[config.mk]
export PLATFORM = sky130hd
export DESIGN_NAME = bko_object
export DESIGN_NICKNAME = d
export VERILOG_FILES = /design/src/rtl/bko_pos_mon.v /design/src/rtl/bko_object.v
export VERILOG_INCLUDE_DIRS = /design/src /design/src/rtl
export SDC_FILE = /design/constraint.sdc
export NUM_CORES = 1
export LEC_CHECK = 0
export BUFFER_PORTS_ARGS = -buffer_cell sky130_fd_sc_hd__buf_2
export CORE_ASPECT_RATIO = 0.9
export CORE_MARGIN = 3
export CORE_UTILIZATION = 55
export CTS_CLUSTER_DIAMETER = 150
export DETAILED_ROUTE_END_ITERATION = 10
export PLACE_DENSITY = 0.8
export SETUP_SLACK_MARGIN = 0.4
export SKIP_CTS_REPAIR_TIMING = 1
export SYNTH_ARGS = -nofsm -noshare
export SYNTH_HDL_FRONTEND = slang
export SYNTH_SLANG_ARGS = --single-unit
[constraint.sdc]
create_clock -name CLOCK_I -period 4.6 [get_ports CLOCK_I]
set_input_delay 0.69 -clock CLOCK_I [delete_from_list [all_inputs] [get_ports CLOCK_I]]
set_output_delay 0.69 -clock CLOCK_I [all_outputs]
set_load 0.01 [all_outputs]
[src/rtl/bko_regs.vh]
`ifndef BKO_REGS_VH
`define BKO_REGS_VH
// ----------------------------------------
// register offsets (byte addresses)
// ----------------------------------------
`define BKO_OFF_CTRL 12'h000
`define BKO_OFF_TRAV 12'h004
`define BKO_OFF_CPUL 12'h008
`define BKO_OFF_OPUL 12'h00c
`define BKO_OFF_TERM 12'h010
`define BKO_OFF_FTRP 12'h014
`define BKO_OFF_STAT 12'h018
`define BKO_OFF_REQ 12'h01c
// ----------------------------------------
// ctrl fields
// ----------------------------------------
`define BKO_CTRL_SYNC 0
`define BKO_CTRL_RDY_LO 1
`define BKO_CTRL_RDY_HI 2
`define BKO_CTRL_ACC_LO 3
`define BKO_CTRL_ACC_HI 4
`define BKO_CTRL_WD 5
`define BKO_CTRL_RST 32'h0000_0014
// ----------------------------------------
// timing: 20 ms tick, settings in ticks
// ----------------------------------------
`define BKO_CLK_HZ 100000000
`define BKO_TICK_MS 20
`define BKO_TICK_CYC (`BKO_CLK_HZ / 1000 * `BKO_TICK_MS)
`define BKO_TRAV_RST 16'h000a
`define BKO_PUL_RST 16'h000a
`define BKO_TERM_RST 16'h01f4
`define BKO_FTRP_RST 16'h000a
// ----------------------------------------
// positions
// ----------------------------------------
`define BKO_POS_MID 2'h0
`define BKO_POS_OPEN 2'h1
`define BKO_POS_CLOSED 2'h2
`define BKO_POS_BAD 2'h3
`endif

[src/rtl/bko_pos_mon.v]
`timescale 1ns/1ps
`default_nettype none
// ----------------------------------------
// two-contact position monitor
// ----------------------------------------
module bko_pos_mon (
  // clock and reset
  input wire clk_i,
  input wire rst_n_i,
  // inputs, already synchronised
  input wire a_i,
  input wire b_i,
  input wire tick_i,
  input wire [15:0] trav_i,
  // result
  output reg [1:0] pos_o
);
`include "bko_regs.vh"
  reg [15:0] cnt;
  wire settled = (a_i ^ b_i);
  always @(posedge clk_i or negedge rst_n_i) begin
    if (!rst_n_i) begin
      cnt <= 16'h0000;
      pos_o <= `BKO_POS_MID;
    end else if (settled) begin
      cnt <= 16'h0000;
      pos_o <= a_i ? `BKO_POS_OPEN : `BKO_POS_CLOSED;
    end else if (cnt >= trav_i) begin
      // both high after traverse time: bad, neither: intermediate
      pos_o <= (a_i & b_i) ? `BKO_POS_BAD : `BKO_POS_MID;
    end else if (tick_i) begin
      cnt <= cnt + 16'h0001;
    end
  end
endmodule
`default_nettype wire

[src/rtl/bko_object.v]
// Function
// - open-status input high means object is open.
// - close-status input high means object is closed.
// - cart-in high means withdrawable cart is in service.
// - cart-out high means withdrawable cart is pulled out.
// - ready input high means spring charged, ready to close.
// - synchrocheck input high means closing is permitted.
// - both status inputs high beyond traverse time reports bad.
// - neither status input high after traverse time reports intermediate.
// - close pulse limited to configurable length, default 0.2 s.
// - open pulse limited to configurable length, default 0.2 s.
// - pulse drops early when commanded position reached.
// - no status change within termination timeout raises error, ends control.
// - final-trip pulse of set length; zero means continuous.
// - with auto-reclose, final trip only when no reclose expected.
// - panel control gated by required access level, default configurator.
// - open and close commands are pulses on separate relay outputs.
// - synchrocheck gating, when enabled, rejects close without permission.
// - ready gating selects high, low or unused; default unused.
`timescale 1ns/1ps
`default_nettype none
`include "bko_regs.vh"
module bko_object #(
  parameter TICK_CYC = `BKO_TICK_CYC
) (
  // clock and reset
  input wire CLOCK_I,
  input wire RST_N_I,
  // axi4-lite write
  input wire [11:0] AWADDR_I,
  input wire AWVALID_I,
  output wire AWREADY_O,
  input wire [31:0] WDATA_I,
  input wire [3:0] WSTRB_I,
  input wire WVALID_I,
  output wire WREADY_O,
  output reg [1:0] BRESP_O,
  output reg BVALID_O,
  input wire BREADY_I,
  // axi4-lite read
  input wire [11:0] ARADDR_I,
  input wire ARVALID_I,
  output wire ARREADY_O,
  output reg [31:0] RDATA_O,
  output reg [1:0] RRESP_O,
  output reg RVALID_O,
  input wire RREADY_I,
  // object contacts (pins)
  input wire OPEN_STATUS_I,
  input wire CLOSE_STATUS_I,
  input wire CART_IN_INPUT_I,
  input wire CART_OUT_INPUT_I,
  input wire READY_I,
  input wire SYNC_OK_I,
  // request sources
  input wire LOCAL_OPEN_I,
  input wire LOCAL_CLOSE_I,
  input wire REMOTE_OPEN_I,
  input wire REMOTE_CLOSE_I,
  input wire APP_OPEN_I,
  input wire APP_CLOSE_I,
  input wire [1:0] PANEL_LEVEL_I,
  input wire RECLOSE_PENDING_I,
  // relays and status
  output reg OPEN_CMD_O,
  output reg CLOSE_CMD_O,
  output reg FINAL_TRIP_O,
  output reg CTRL_ERROR_O
);
// ----------------------------------------
// pin synchronisers, three stages
// ----------------------------------------
  localparam NSYNC = 12;
  wire [NSYNC-1:0] raw = {OPEN_STATUS_I, CLOSE_STATUS_I, CART_IN_INPUT_I, CART_OUT_INPUT_I, READY_I, SYNC_OK_I,
    LOCAL_OPEN_I, LOCAL_CLOSE_I, REMOTE_OPEN_I, REMOTE_CLOSE_I, APP_OPEN_I, APP_CLOSE_I};
  reg [NSYNC-1:0] s1, s2, s3, flt;
  always @(posedge CLOCK_I or negedge RST_N_I) begin
    if (!RST_N_I) begin
      s1 <= 12'h000;
      s2 <= 12'h000;
      s3 <= 12'h000;
    end else begin
      s1 <= raw;
      s2 <= s1;
      s3 <= s2;
    end
  end
  genvar g;
  generate
    for (g = 0; g < NSYNC; g = g + 1) begin : gsync
      always @(posedge CLOCK_I or negedge RST_N_I) begin
        if (!RST_N_I)
          flt[g] <= 1'b0;
        else if (s2[g] == s3[g])
          flt[g] <= s2[g];
      end
    end
  endgenerate
  wire st_open = flt[11];
  wire st_closed = flt[10];
  wire cart_in = flt[9];
  wire cart_out = flt[8];
  wire ready = flt[7];
  wire sync_ok = flt[6];
  wire loc_open = flt[5];
  wire loc_close = flt[4];
  wire rem_open = flt[3];
  wire rem_close = flt[2];
  wire app_open = flt[1];
  wire app_close = flt[0];
// ----------------------------------------
// registers
// ----------------------------------------
  reg [31:0] ctrl;
  reg [15:0] trav, cpul, opul, term, ftrp;
  reg panel_open, panel_close;
  reg err_flag, clr_err;
  reg [11:0] aw_addr;
  reg [31:0] w_data;
  reg aw_have, w_have;
  assign AWREADY_O = !aw_have && !BVALID_O;
  assign WREADY_O = !w_have && !BVALID_O;
  wire do_wr = aw_have && w_have && !BVALID_O;
  wire [31:0] wmask = {{8{WSTRB_I[3]}}, {8{WSTRB_I[2]}}, {8{WSTRB_I[1]}}, {8{WSTRB_I[0]}}};
  reg [3:0] wstrb;
  wire [31:0] wm = {{8{wstrb[3]}}, {8{wstrb[2]}}, {8{wstrb[1]}}, {8{wstrb[0]}}};
  function [15:0] merge16;
    input [15:0] old;
    input [31:0] d;
    input [31:0] m;
    begin
      merge16 = (old & ~m[15:0]) | (d[15:0] & m[15:0]);
    end
  endfunction
  always @(posedge CLOCK_I or negedge RST_N_I) begin
    if (!RST_N_I) begin
      aw_have <= 1'b0;
      w_have <= 1'b0;
      aw_addr <= 12'h000;
      w_data <= 32'h0000_0000;
      wstrb <= 4'h0;
      BVALID_O <= 1'b0;
      BRESP_O <= 2'h0;
      ctrl <= `BKO_CTRL_RST;
      trav <= `BKO_TRAV_RST;
      cpul <= `BKO_PUL_RST;
      opul <= `BKO_PUL_RST;
      term <= `BKO_TERM_RST;
      ftrp <= `BKO_FTRP_RST;
      panel_open <= 1'b0;
      panel_close <= 1'b0;
      clr_err <= 1'b0;
    end else begin
      panel_open <= 1'b0;
      panel_close <= 1'b0;
      clr_err <= 1'b0;
      if (AWVALID_I && AWREADY_O) begin
        aw_have <= 1'b1;
        aw_addr <= AWADDR_I;
      end
      if (WVALID_I && WREADY_O) begin
        w_have <= 1'b1;
        w_data <= WDATA_I & wmask;
        wstrb <= WSTRB_I;
      end
      if (BVALID_O && BREADY_I)
        BVALID_O <= 1'b0;
      if (do_wr) begin
        aw_have <= 1'b0;
        w_have <= 1'b0;
        BVALID_O <= 1'b1;
        BRESP_O <= 2'h0;
        case ({aw_addr[11:2], 2'b00})
          `BKO_OFF_CTRL: ctrl <= (ctrl & ~wm) | (w_data & wm);
          `BKO_OFF_TRAV: trav <= merge16(trav, w_data, wm);
          `BKO_OFF_CPUL: cpul <= merge16(cpul, w_data, wm);
          `BKO_OFF_OPUL: opul <= merge16(opul, w_data, wm);
          `BKO_OFF_TERM: term <= merge16(term, w_data, wm);
          `BKO_OFF_FTRP: ftrp <= merge16(ftrp, w_data, wm);
          `BKO_OFF_STAT: clr_err <= w_data[4];
          `BKO_OFF_REQ: begin
            // panel request, gated by access level
            if (PANEL_LEVEL_I >= ctrl[`BKO_CTRL_ACC_HI:`BKO_CTRL_ACC_LO]) begin
              panel_open <= w_data[0];
              panel_close <= w_data[1];
            end else
              BRESP_O <= 2'h2;
          end
          default: BRESP_O <= 2'h2;
        endcase
      end
    end
  end
// ----------------------------------------
// time tick
// ----------------------------------------
  reg [31:0] tdiv;
  reg tick;
  always @(posedge CLOCK_I or negedge RST_N_I) begin
    if (!RST_N_I) begin
      tdiv <= 32'h0000_0000;
      tick <= 1'b0;
    end else begin
      tick <= (tdiv == TICK_CYC - 1);
      tdiv <= (tdiv == TICK_CYC - 1) ? 32'h0000_0000 : tdiv + 32'h0000_0001;
    end
  end
// ----------------------------------------
// position monitors
// ----------------------------------------
  wire [1:0] brk_pos, cart_pos;
  bko_pos_mon u_brk (.clk_i(CLOCK_I), .rst_n_i(RST_N_I), .a_i(st_open), .b_i(st_closed), .tick_i(tick),
    .trav_i(trav), .pos_o(brk_pos));
  bko_pos_mon u_cart (.clk_i(CLOCK_I), .rst_n_i(RST_N_I), .a_i(cart_out), .b_i(cart_in), .tick_i(tick),
    .trav_i(trav), .pos_o(cart_pos));
// ----------------------------------------
// command sequencer
// ----------------------------------------
  localparam S_IDLE = 2'h0;
  localparam S_OPEN = 2'h1;
  localparam S_CLOSE = 2'h2;
  reg [1:0] state;
  reg [15:0] pcnt, tcnt, fcnt;
  wire req_open = loc_open | rem_open | app_open | panel_open;
  wire req_close = loc_close | rem_close | app_close | panel_close;
  wire sync_pass = !ctrl[`BKO_CTRL_SYNC] || sync_ok;
  wire [1:0] rsel = ctrl[`BKO_CTRL_RDY_HI:`BKO_CTRL_RDY_LO];
  wire rdy_pass = (rsel == 2'h0) ? ready : (rsel == 2'h1) ? !ready : 1'b1;
  reg fin_act;
  always @(posedge CLOCK_I or negedge RST_N_I) begin
    if (!RST_N_I) begin
      state <= S_IDLE;
      pcnt <= 16'h0000;
      tcnt <= 16'h0000;
      OPEN_CMD_O <= 1'b0;
      CLOSE_CMD_O <= 1'b0;
      err_flag <= 1'b0;
      fin_act <= 1'b0;
    end else begin
      if (clr_err)
        err_flag <= 1'b0;
      fin_act <= 1'b0;
      case (state)
        S_IDLE: begin
          pcnt <= 16'h0000;
          tcnt <= 16'h0000;
          if (req_open) begin
            state <= S_OPEN;
            OPEN_CMD_O <= 1'b1;
          end else if (req_close && sync_pass && rdy_pass) begin
            state <= S_CLOSE;
            CLOSE_CMD_O <= 1'b1;
          end
        end
        S_OPEN, S_CLOSE: begin
          if (tick) begin
            pcnt <= pcnt + 16'h0001;
            tcnt <= tcnt + 16'h0001;
          end
          if (tick && pcnt + 16'h0001 >= (state == S_OPEN ? opul : cpul)) begin
            OPEN_CMD_O <= 1'b0;
            CLOSE_CMD_O <= 1'b0;
          end
          if (brk_pos == (state == S_OPEN ? `BKO_POS_OPEN : `BKO_POS_CLOSED)) begin
            OPEN_CMD_O <= 1'b0;
            CLOSE_CMD_O <= 1'b0;
            state <= S_IDLE;
            fin_act <= (state == S_OPEN) && !RECLOSE_PENDING_I;
          end else if (tick && tcnt + 16'h0001 >= term) begin
            OPEN_CMD_O <= 1'b0;
            CLOSE_CMD_O <= 1'b0;
            err_flag <= 1'b1;
            state <= S_IDLE;
          end
        end
        default: state <= S_IDLE;
      endcase
    end
  end
// ----------------------------------------
// final trip pulse
// ----------------------------------------
  always @(posedge CLOCK_I or negedge RST_N_I) begin
    if (!RST_N_I) begin
      FINAL_TRIP_O <= 1'b0;
      CTRL_ERROR_O <= 1'b0;
      fcnt <= 16'h0000;
    end else begin
      CTRL_ERROR_O <= err_flag;
      if (fin_act) begin
        FINAL_TRIP_O <= 1'b1;
        fcnt <= 16'h0000;
      end else if (FINAL_TRIP_O && ftrp != 16'h0000 && tick) begin
        if (fcnt + 16'h0001 >= ftrp)
          FINAL_TRIP_O <= 1'b0;
        else
          fcnt <= fcnt + 16'h0001;
      end else if (FINAL_TRIP_O && ftrp == 16'h0000 && req_close)
        FINAL_TRIP_O <= 1'b0;
    end
  end
// ----------------------------------------
// read channel
// ----------------------------------------
  assign ARREADY_O = !RVALID_O;
  wire [31:0] stat = {24'h0, 1'b0, ready, sync_ok, err_flag, cart_pos, brk_pos};
  always @(posedge CLOCK_I or negedge RST_N_I) begin
    if (!RST_N_I) begin
      RVALID_O <= 1'b0;
      RDATA_O <= 32'h0000_0000;
      RRESP_O <= 2'h0;
    end else if (ARVALID_I && ARREADY_O) begin
      RVALID_O <= 1'b1;
      RRESP_O <= 2'h0;
      case ({ARADDR_I[11:2], 2'b00})
        `BKO_OFF_CTRL: RDATA_O <= ctrl;
        `BKO_OFF_TRAV: RDATA_O <= {16'h0, trav};
        `BKO_OFF_CPUL: RDATA_O <= {16'h0, cpul};
        `BKO_OFF_OPUL: RDATA_O <= {16'h0, opul};
        `BKO_OFF_TERM: RDATA_O <= {16'h0, term};
        `BKO_OFF_FTRP: RDATA_O <= {16'h0, ftrp};
        `BKO_OFF_STAT: RDATA_O <= stat;
        `BKO_OFF_REQ: RDATA_O <= {30'h0, CLOSE_CMD_O, OPEN_CMD_O};
        default: begin
          RDATA_O <= 32'h0000_0000;
          RRESP_O <= 2'h2;
        end
      endcase
    end else if (RVALID_O && RREADY_I)
      RVALID_O <= 1'b0;
  end
endmodule
`default_nettype wire

==> results of run 1 <==
## worst max-delay path, stage by stage, from the launching register on
cell,delay [ns]
dfrtp_1,0.43
ha_1,0.22
nand3_1,0.11
nor2_1,0.27
and3_1,0.32
and3_1,0.27
nand3_1,0.11
xnor2_1,0.24
ha_1,0.29
o21ai_0,0.15
o21bai_1,0.09
a211o_1,0.28
a21o_1,0.26
o21ai_0,0.23
mux2_2,0.35
## final timing paths
kind,from,cells past startpoint,end,slack [ns]
min in group asynchronous,RST_N_I,1,s2[3],0.26
worst min-delay path,LOCAL_OPEN_I,1,s1[5],0.25
worst max register to register,tcnt[0],14,OPEN_CMD_O,0.87
max in group asynchronous,RST_N_I,2,u_cart.cnt[7],3.34
worst min register to register,s1[5],0,s2[5],0.35
worst max-delay path,tcnt[0],14,OPEN_CMD_O,0.87
## power by group through the flow
stage                     Combinational, mW  Sequential (mW)  Clock, mW
after floorplan                       0.708             3.81          0
after global placement                0.952             3.95          0
after detailed placement              0.989             3.97          0
after CTS                             0.996             3.91       3.30
after global routing                   1.11             3.96       3.41
final                                 0.997             3.92       3.24
## kinds of logic (layout without fill, tap and decap cells)
group / count (synthesis) / in the layout / synth area share, %
DFF: 372 / 372 / 51.7
adders and majority gates: 105 / 105 / 7.11
AOI/OAI and AO/OA: 300 / 300 / 10.3
muxes: 146 / 146 / 9.12
other: 1 / 3 / 0.0208
buffers and inverters: 136 / 278 / 3.00
xor gates and xnor gates: 89 / 89 / 4.32
and+or+nand+nor: 535 / 535 / 14.5
## layout make-up
| type | count | area (µm²) |
|---|---|---|
| Clock inverter | 15 | 180 |
| Multi-Input combinational cell | 1177 | 8190 |
| Fill cell | 2515 | 11700 |
| Tap cell | 416 | 520 |
| Clock buffer | 55 | 1160 |
| Sequential cell | 372 | 9330 |
| Timing Repair Buffer | 137 | 776 |
| Antenna cell | 1 | 2.50 |
| Inverter | 71 | 267 |
## cells in the final DEF (no fill, tap or decap), types with 10 or more instances in the layout
master	netlist	routed
mux2i_1	26	26
or3_1	31	31
nand4_1	28	28
nand3_1	70	70
xor2_1	48	48
nor2_1	89	88
o21ai_0	128	128
a22o_1	17	17
nor3_1	19	19
maj3_1	12	12
dfstp_2	16	16
ha_1	93	93
mux2_2	117	117
xnor2_1	41	41
and2_1	12	12
a21o_1	23	23
and3_1	21	21
nand2_1	207	206
nor4_1	12	12
buf_2	9	119
inv_1	71	71
a21oi_1	58	57
clkbuf_16	0	41
buf_4	2	14
a222oi_1	10	10
a22oi_1	15	15
dfrtp_1	356	356
## per-layer routing
| layer | up-vias | share of wire [%] |
|---|---|---|
| li1 | 6197 | - |
| met1 | 6663 | 43 |
| met2 | 436 | 48 |
| met3 | 89 | 5.6 |
| met4 | 0 | 3.4 |
| met5 | - | 0 |
==> flow_summary.json, run 1 <==
{
  "insertion_delay_ns": 0.54,
  "use_met1_pct": 34.8,
  "p_leak_nw": 9.79,
  "synth_ff_type": "dfrtp_1",
  "hp-class": "input port to flop",
  "ys_ff_latch": 372,
  "p_int_mw": 5.89,
  "max_slew_margin_pct": 23.6,
  "synth-edff-count": 0,
  "dp_hpwl_mm": 30.6,
  "die_h_um": 178,
  "gp_congestion": 0.893,
  "endpoint_kind": "flop",
  "final-hold-violation-count": 0,
  "netSwitchingFraction_pct": 27.8,
  "ys.warnings.count": 0,
  "dpl.cell_count": 2173,
  "layout_setup_ws_ns": 0.866,
  "final_util_pct": 63.6,
  "drv_cap": 0,
  "busiest_layer": "met2",
  "area_growth_pct": 13.2,
  "tightest_slew_ns": 1.15,
  "track_usage_pct": 24.8,
  "period_needed_ns": 3.73,
  "io_buffer_count": 120,
  "clkPwrFrac_pct": 39.7,
  "fin_area_um2": 20400,
  "power_frac_seq_pct": 48.0,
  "start_kind": "flop",
  "cts_max_level": 2,
  "viasPerCell": 5.96,
  "drive_above_1_share_pct": 19.5,
  "rsz0062_at_grt": "no",
  "globalRoute.totalOverflow": 0,
  "cts_buffers": 39,
  "setup_violations": 0,
  "final_net_count": 1973,
  "cts.sinks": 372,
  "finalSetupTns_ns": 0,
  "critPathKind": "flop to flop",
  "synth_largest_area_cell": "dfrtp_1",
  "grt_pass1_vias": 13400,
  "synth.area.top_cells": "dfrtp_1 (49%), mux2_2 (7.3%), ha_1 (6.4%)",
  "seq_area_frac_synth_pct": 51.7,
  "cts_tree": "yes",
  "clock.fmax_mhz": 268,
  "power.density_nw_per_um2": 400,
  "die_area_um2": 35000,
  "finalPower_mw": 8.16,
  "grt_max_degree": 119,
  "avgSynthCellArea_um2": 10.7,
  "synth_most_common_cell": "dfrtp_1",
  "place_area_um2": 19100,
  "cp_data_arrival_time_ns": 4.15,
  "rows": 62,
  "pre_cts_ws_ns": 0.819,
  "syn_inst": 1684,
  "clk_pin_slew_ns": 0.06,
  "fin_cells": 2244,
  "switchingPower_mw": 2.27,
  "vdd_drop_max_mv": 0.255,
  "grt_util_met3_pct": 3.04,
  "hold_ws_ns": 0.255,
  "first_pass_iters": 6,
  "grt.met2_usage_pct": 40.7,
  "die_x_um": 197,
  "fin_crit_sh_pct": 81.2,
  "synth_area_um2": 18000,
  "synth_cell_types": 70,
  "drc": 0,
  "async_flop_share_pct": 100,
  "synth_commonest_cells": "dfrtp_1 (356), nand2_1 (207), o21ai_0 (128)",
  "critPathMaxFanout": 6,
  "avgRoutedWirePerCell_um": 19.1,
  "wl_mm": 43.0,
  "yosys.area.top_type_share_pct": 49.4,
  "finClkSkew_ns": 0.0169,
  "core_area_um2": 32100,
  "route.antenna.remaining_nets": 0,
  "vias": 13400,
  "slew_viol_final": 0,
  "cts_root_buf": "clkbuf_16",
  "grt_pass1_wl_mm": 69.9,
  "outcome": "finished clean",
  "drt_iter0_markers": 1116,
  "comb_power_share_pct": 12.2,
  "required_ns": 5.02,
  "clockBufferDepth": 3,
  "io_pins": 127,
  "initial_core_util_pct": 56.2,
  "antenna_found_initial": 1
}
Power figures use the tool's default switching activity.
==> run 2, diff against run 1 <==
clock period = 3.7 ns   (was 4.6 ns; I/O delays follow)
==> run 2 against run 1 <==
The run now ends with negative hold slack left. Utilization up 2.0 points. Total power is 28% higher. First-iteration DRC count rose by 9.2%. Cell count grew 1.7%. Critical endpoint unchanged. Highest routed layer unchanged.
==> flow_summary.json, run 2 (synthesized netlist as in run 1, its figures left out) <==
{
  "rrSetupSlack_ns": 0.39,
  "grt_pass1_vias": 13600,
  "power.density_nw_per_um2": 496,
  "cts_max_level": 2,
  "p_leak_nw": 10.1,
  "die_h_um": 178,
  "final_net_count": 2011,
  "globalRoute.totalOverflow": 0,
  "fin_crit_sh_pct": 89.4,
  "cts_buffers": 40,
  "drv_cap": 0,
  "clock.fmax_mhz": 302,
  "dp_hpwl_mm": 31.6,
  "path_depth": 14,
  "layout_setup_ws_ns": 0.390,
  "cts.sinks": 372,
  "outcome": "complete, but fails checks",
  "grt_pass1_wl_mm": 71.1,
  "route.antenna.remaining_nets": 0,
  "wl_mm": 45.5,
  "max_stage_delay_ns": 0.44,
  "critPathBufInv": 0,
  "layout_commonest_cell": "dfrtp_1",
  "rr_worst_depth": 14,
  "rows": 62,
  "path_cells": "and2_4 -> and4_4 -> and2_4 -> and3_4 -> nand3_4 -> xnor2_2 -> ha_1 -> nand4_1 -> a211oi_1 -> or3_1 -> a21oi_2 -> a21oi_4 -> o21ai_2 -> mux2_2",
  "clockBufferDepth": 3,
  "io_pins": 127,
  "fill_cells": 2355,
  "cts_root_buf": "clkbuf_16",
  "die_x_um": 197,
  "critPathMaxFanout": 5,
  "place_area_um2": 19200,
  "initial_core_util_pct": 56.2,
  "rsz0062_at_grt": "yes",
  "vdd_drop_max_mv": 0.319,
  "violations": "negative hold slack",
  "hp-class": "input port to async pin",
  "track_usage_pct": 25.2,
  "reg2reg_from": "pcnt[0]",
  "startpoint": "pcnt[0]",
  "avgRoutedWirePerCell_um": 19.9,
  "slew_viol_final": 0,
  "drt_iter0_markers": 1219,
  "period_needed_ns": 3.31,
  "core_area_um2": 32100,
  "final_util_pct": 65.6,
  "critPathKind": "flop to flop",
  "cts_tree": "yes",
  "tightest_slew_ns": 0.878,
  "cp_data_arrival_time_ns": 3.74,
  "area_growth_pct": 16.7,
  "drive_above_1_share_pct": 23.8,
  "pre_cts_ws_ns": 0.108,
  "first_pass_iters": 7,
  "start_kind": "flop",
  "rr_endpoint": "OPEN_CMD_O",
  "worst_path_most_repeated_cell": "and2_4",
  "die_area_um2": 35000,
  "finalSetupTns_ns": 0,
  "viasPerCell": 6.02,
  "endpoint": "OPEN_CMD_O",
  "drc": 0,
  "gp_congestion": 0.937,
  "layout_common_cells": "dfrtp_1 (346), nand2_1 (205), o21ai_0 (125), buf_2 (119), mux2_2 (117)",
  "max_slew_margin_pct": 41.2,
  "hold_ws_ns": -0.0154,
  "final-hold-violation-count": 4,
  "antenna_found_initial": 0,
  "n_antenna_cell": 0,
  "clk_pin_slew_ns": 0.07,
  "endpoint_kind": "flop",
  "required_ns": 4.13,
  "io_buffer_count": 120,
  "vias": 13700,
  "path_delay_family": "simple AND/OR/NAND/NOR gates",
  "grt_max_degree": 95,
  "insertion_delay_ns": 0.55,
  "fin_area_um2": 21100,
  "setup_violations": 0,
  "critical_path.slowest_cell": "dfrtp_1",
  "finClkSkew_ns": 0.0210
}
run 2: layout make-up:
type                       instances  area (µm²)  area share, %
sequential                       372        9340           44.4
tap                              416         520           2.47
timing repair buffer             174        1070           5.06
inverter                          71         267           1.27
clock inverter                    19         293           1.39
multi-input combinational       1177        8460           40.2
clock buffer                      54        1110           5.29
run 2: power by group:
part	total, mW	switching (mW)	internal, mW
sequential	4.89	0.459	4.43
clock	4.26	1.70	2.56
combinational	1.31	0.783	0.522
run 2: metal layers:
| layer | track usage (%) | share of wire [%] |
|---|---|---|
| met3 | 3.83 | 6.7 |
| met1 | 34.9 | 42 |
| met4 | 8.55 | 3.2 |
| met2 | 41.0 | 48 |
| met5 | 0 | 0 |
run 2: through the flow:
step           cells  total power [mW]
4_1_cts         2256              10.4
5_1_grt         2283              10.9
3_3_place_gp    2183              6.11
2_1_floorplan   1685              5.61
6_report        2283              10.5
3_5_place_dp    2183              6.19
run 2: worst min-delay path by stage:
stage | slack (ns) | from | endpoint | cells past startpoint
after floorplan | 0.26 | RST_N_I | BRESP_O[1] | 0
after global placement | 0.33 | s1[2] | s2[2] | 0
after detailed placement | 0.34 | s1[11] | s2[11] | 0
after CTS | 0.04 | RST_N_I | s1[3] | 1
after global routing | 0.05 | RST_N_I | s1[3] | 1
final | -0.02 | RST_N_I | s1[3] | 1
run 2: worst reg2reg max path: stages, from the launching register on:
cell and delay, ns:
dfrtp_1 0.44, and2_4 0.20, and4_4 0.26, and2_4 0.17, and3_4 0.23, nand3_4 0.09, xnor2_2 0.22, ha_1 0.28
nand4_1 0.10, a211oi_1 0.05, or3_1 0.36, a21oi_2 0.17, a21oi_4 0.11, o21ai_2 0.16, mux2_2 0.35
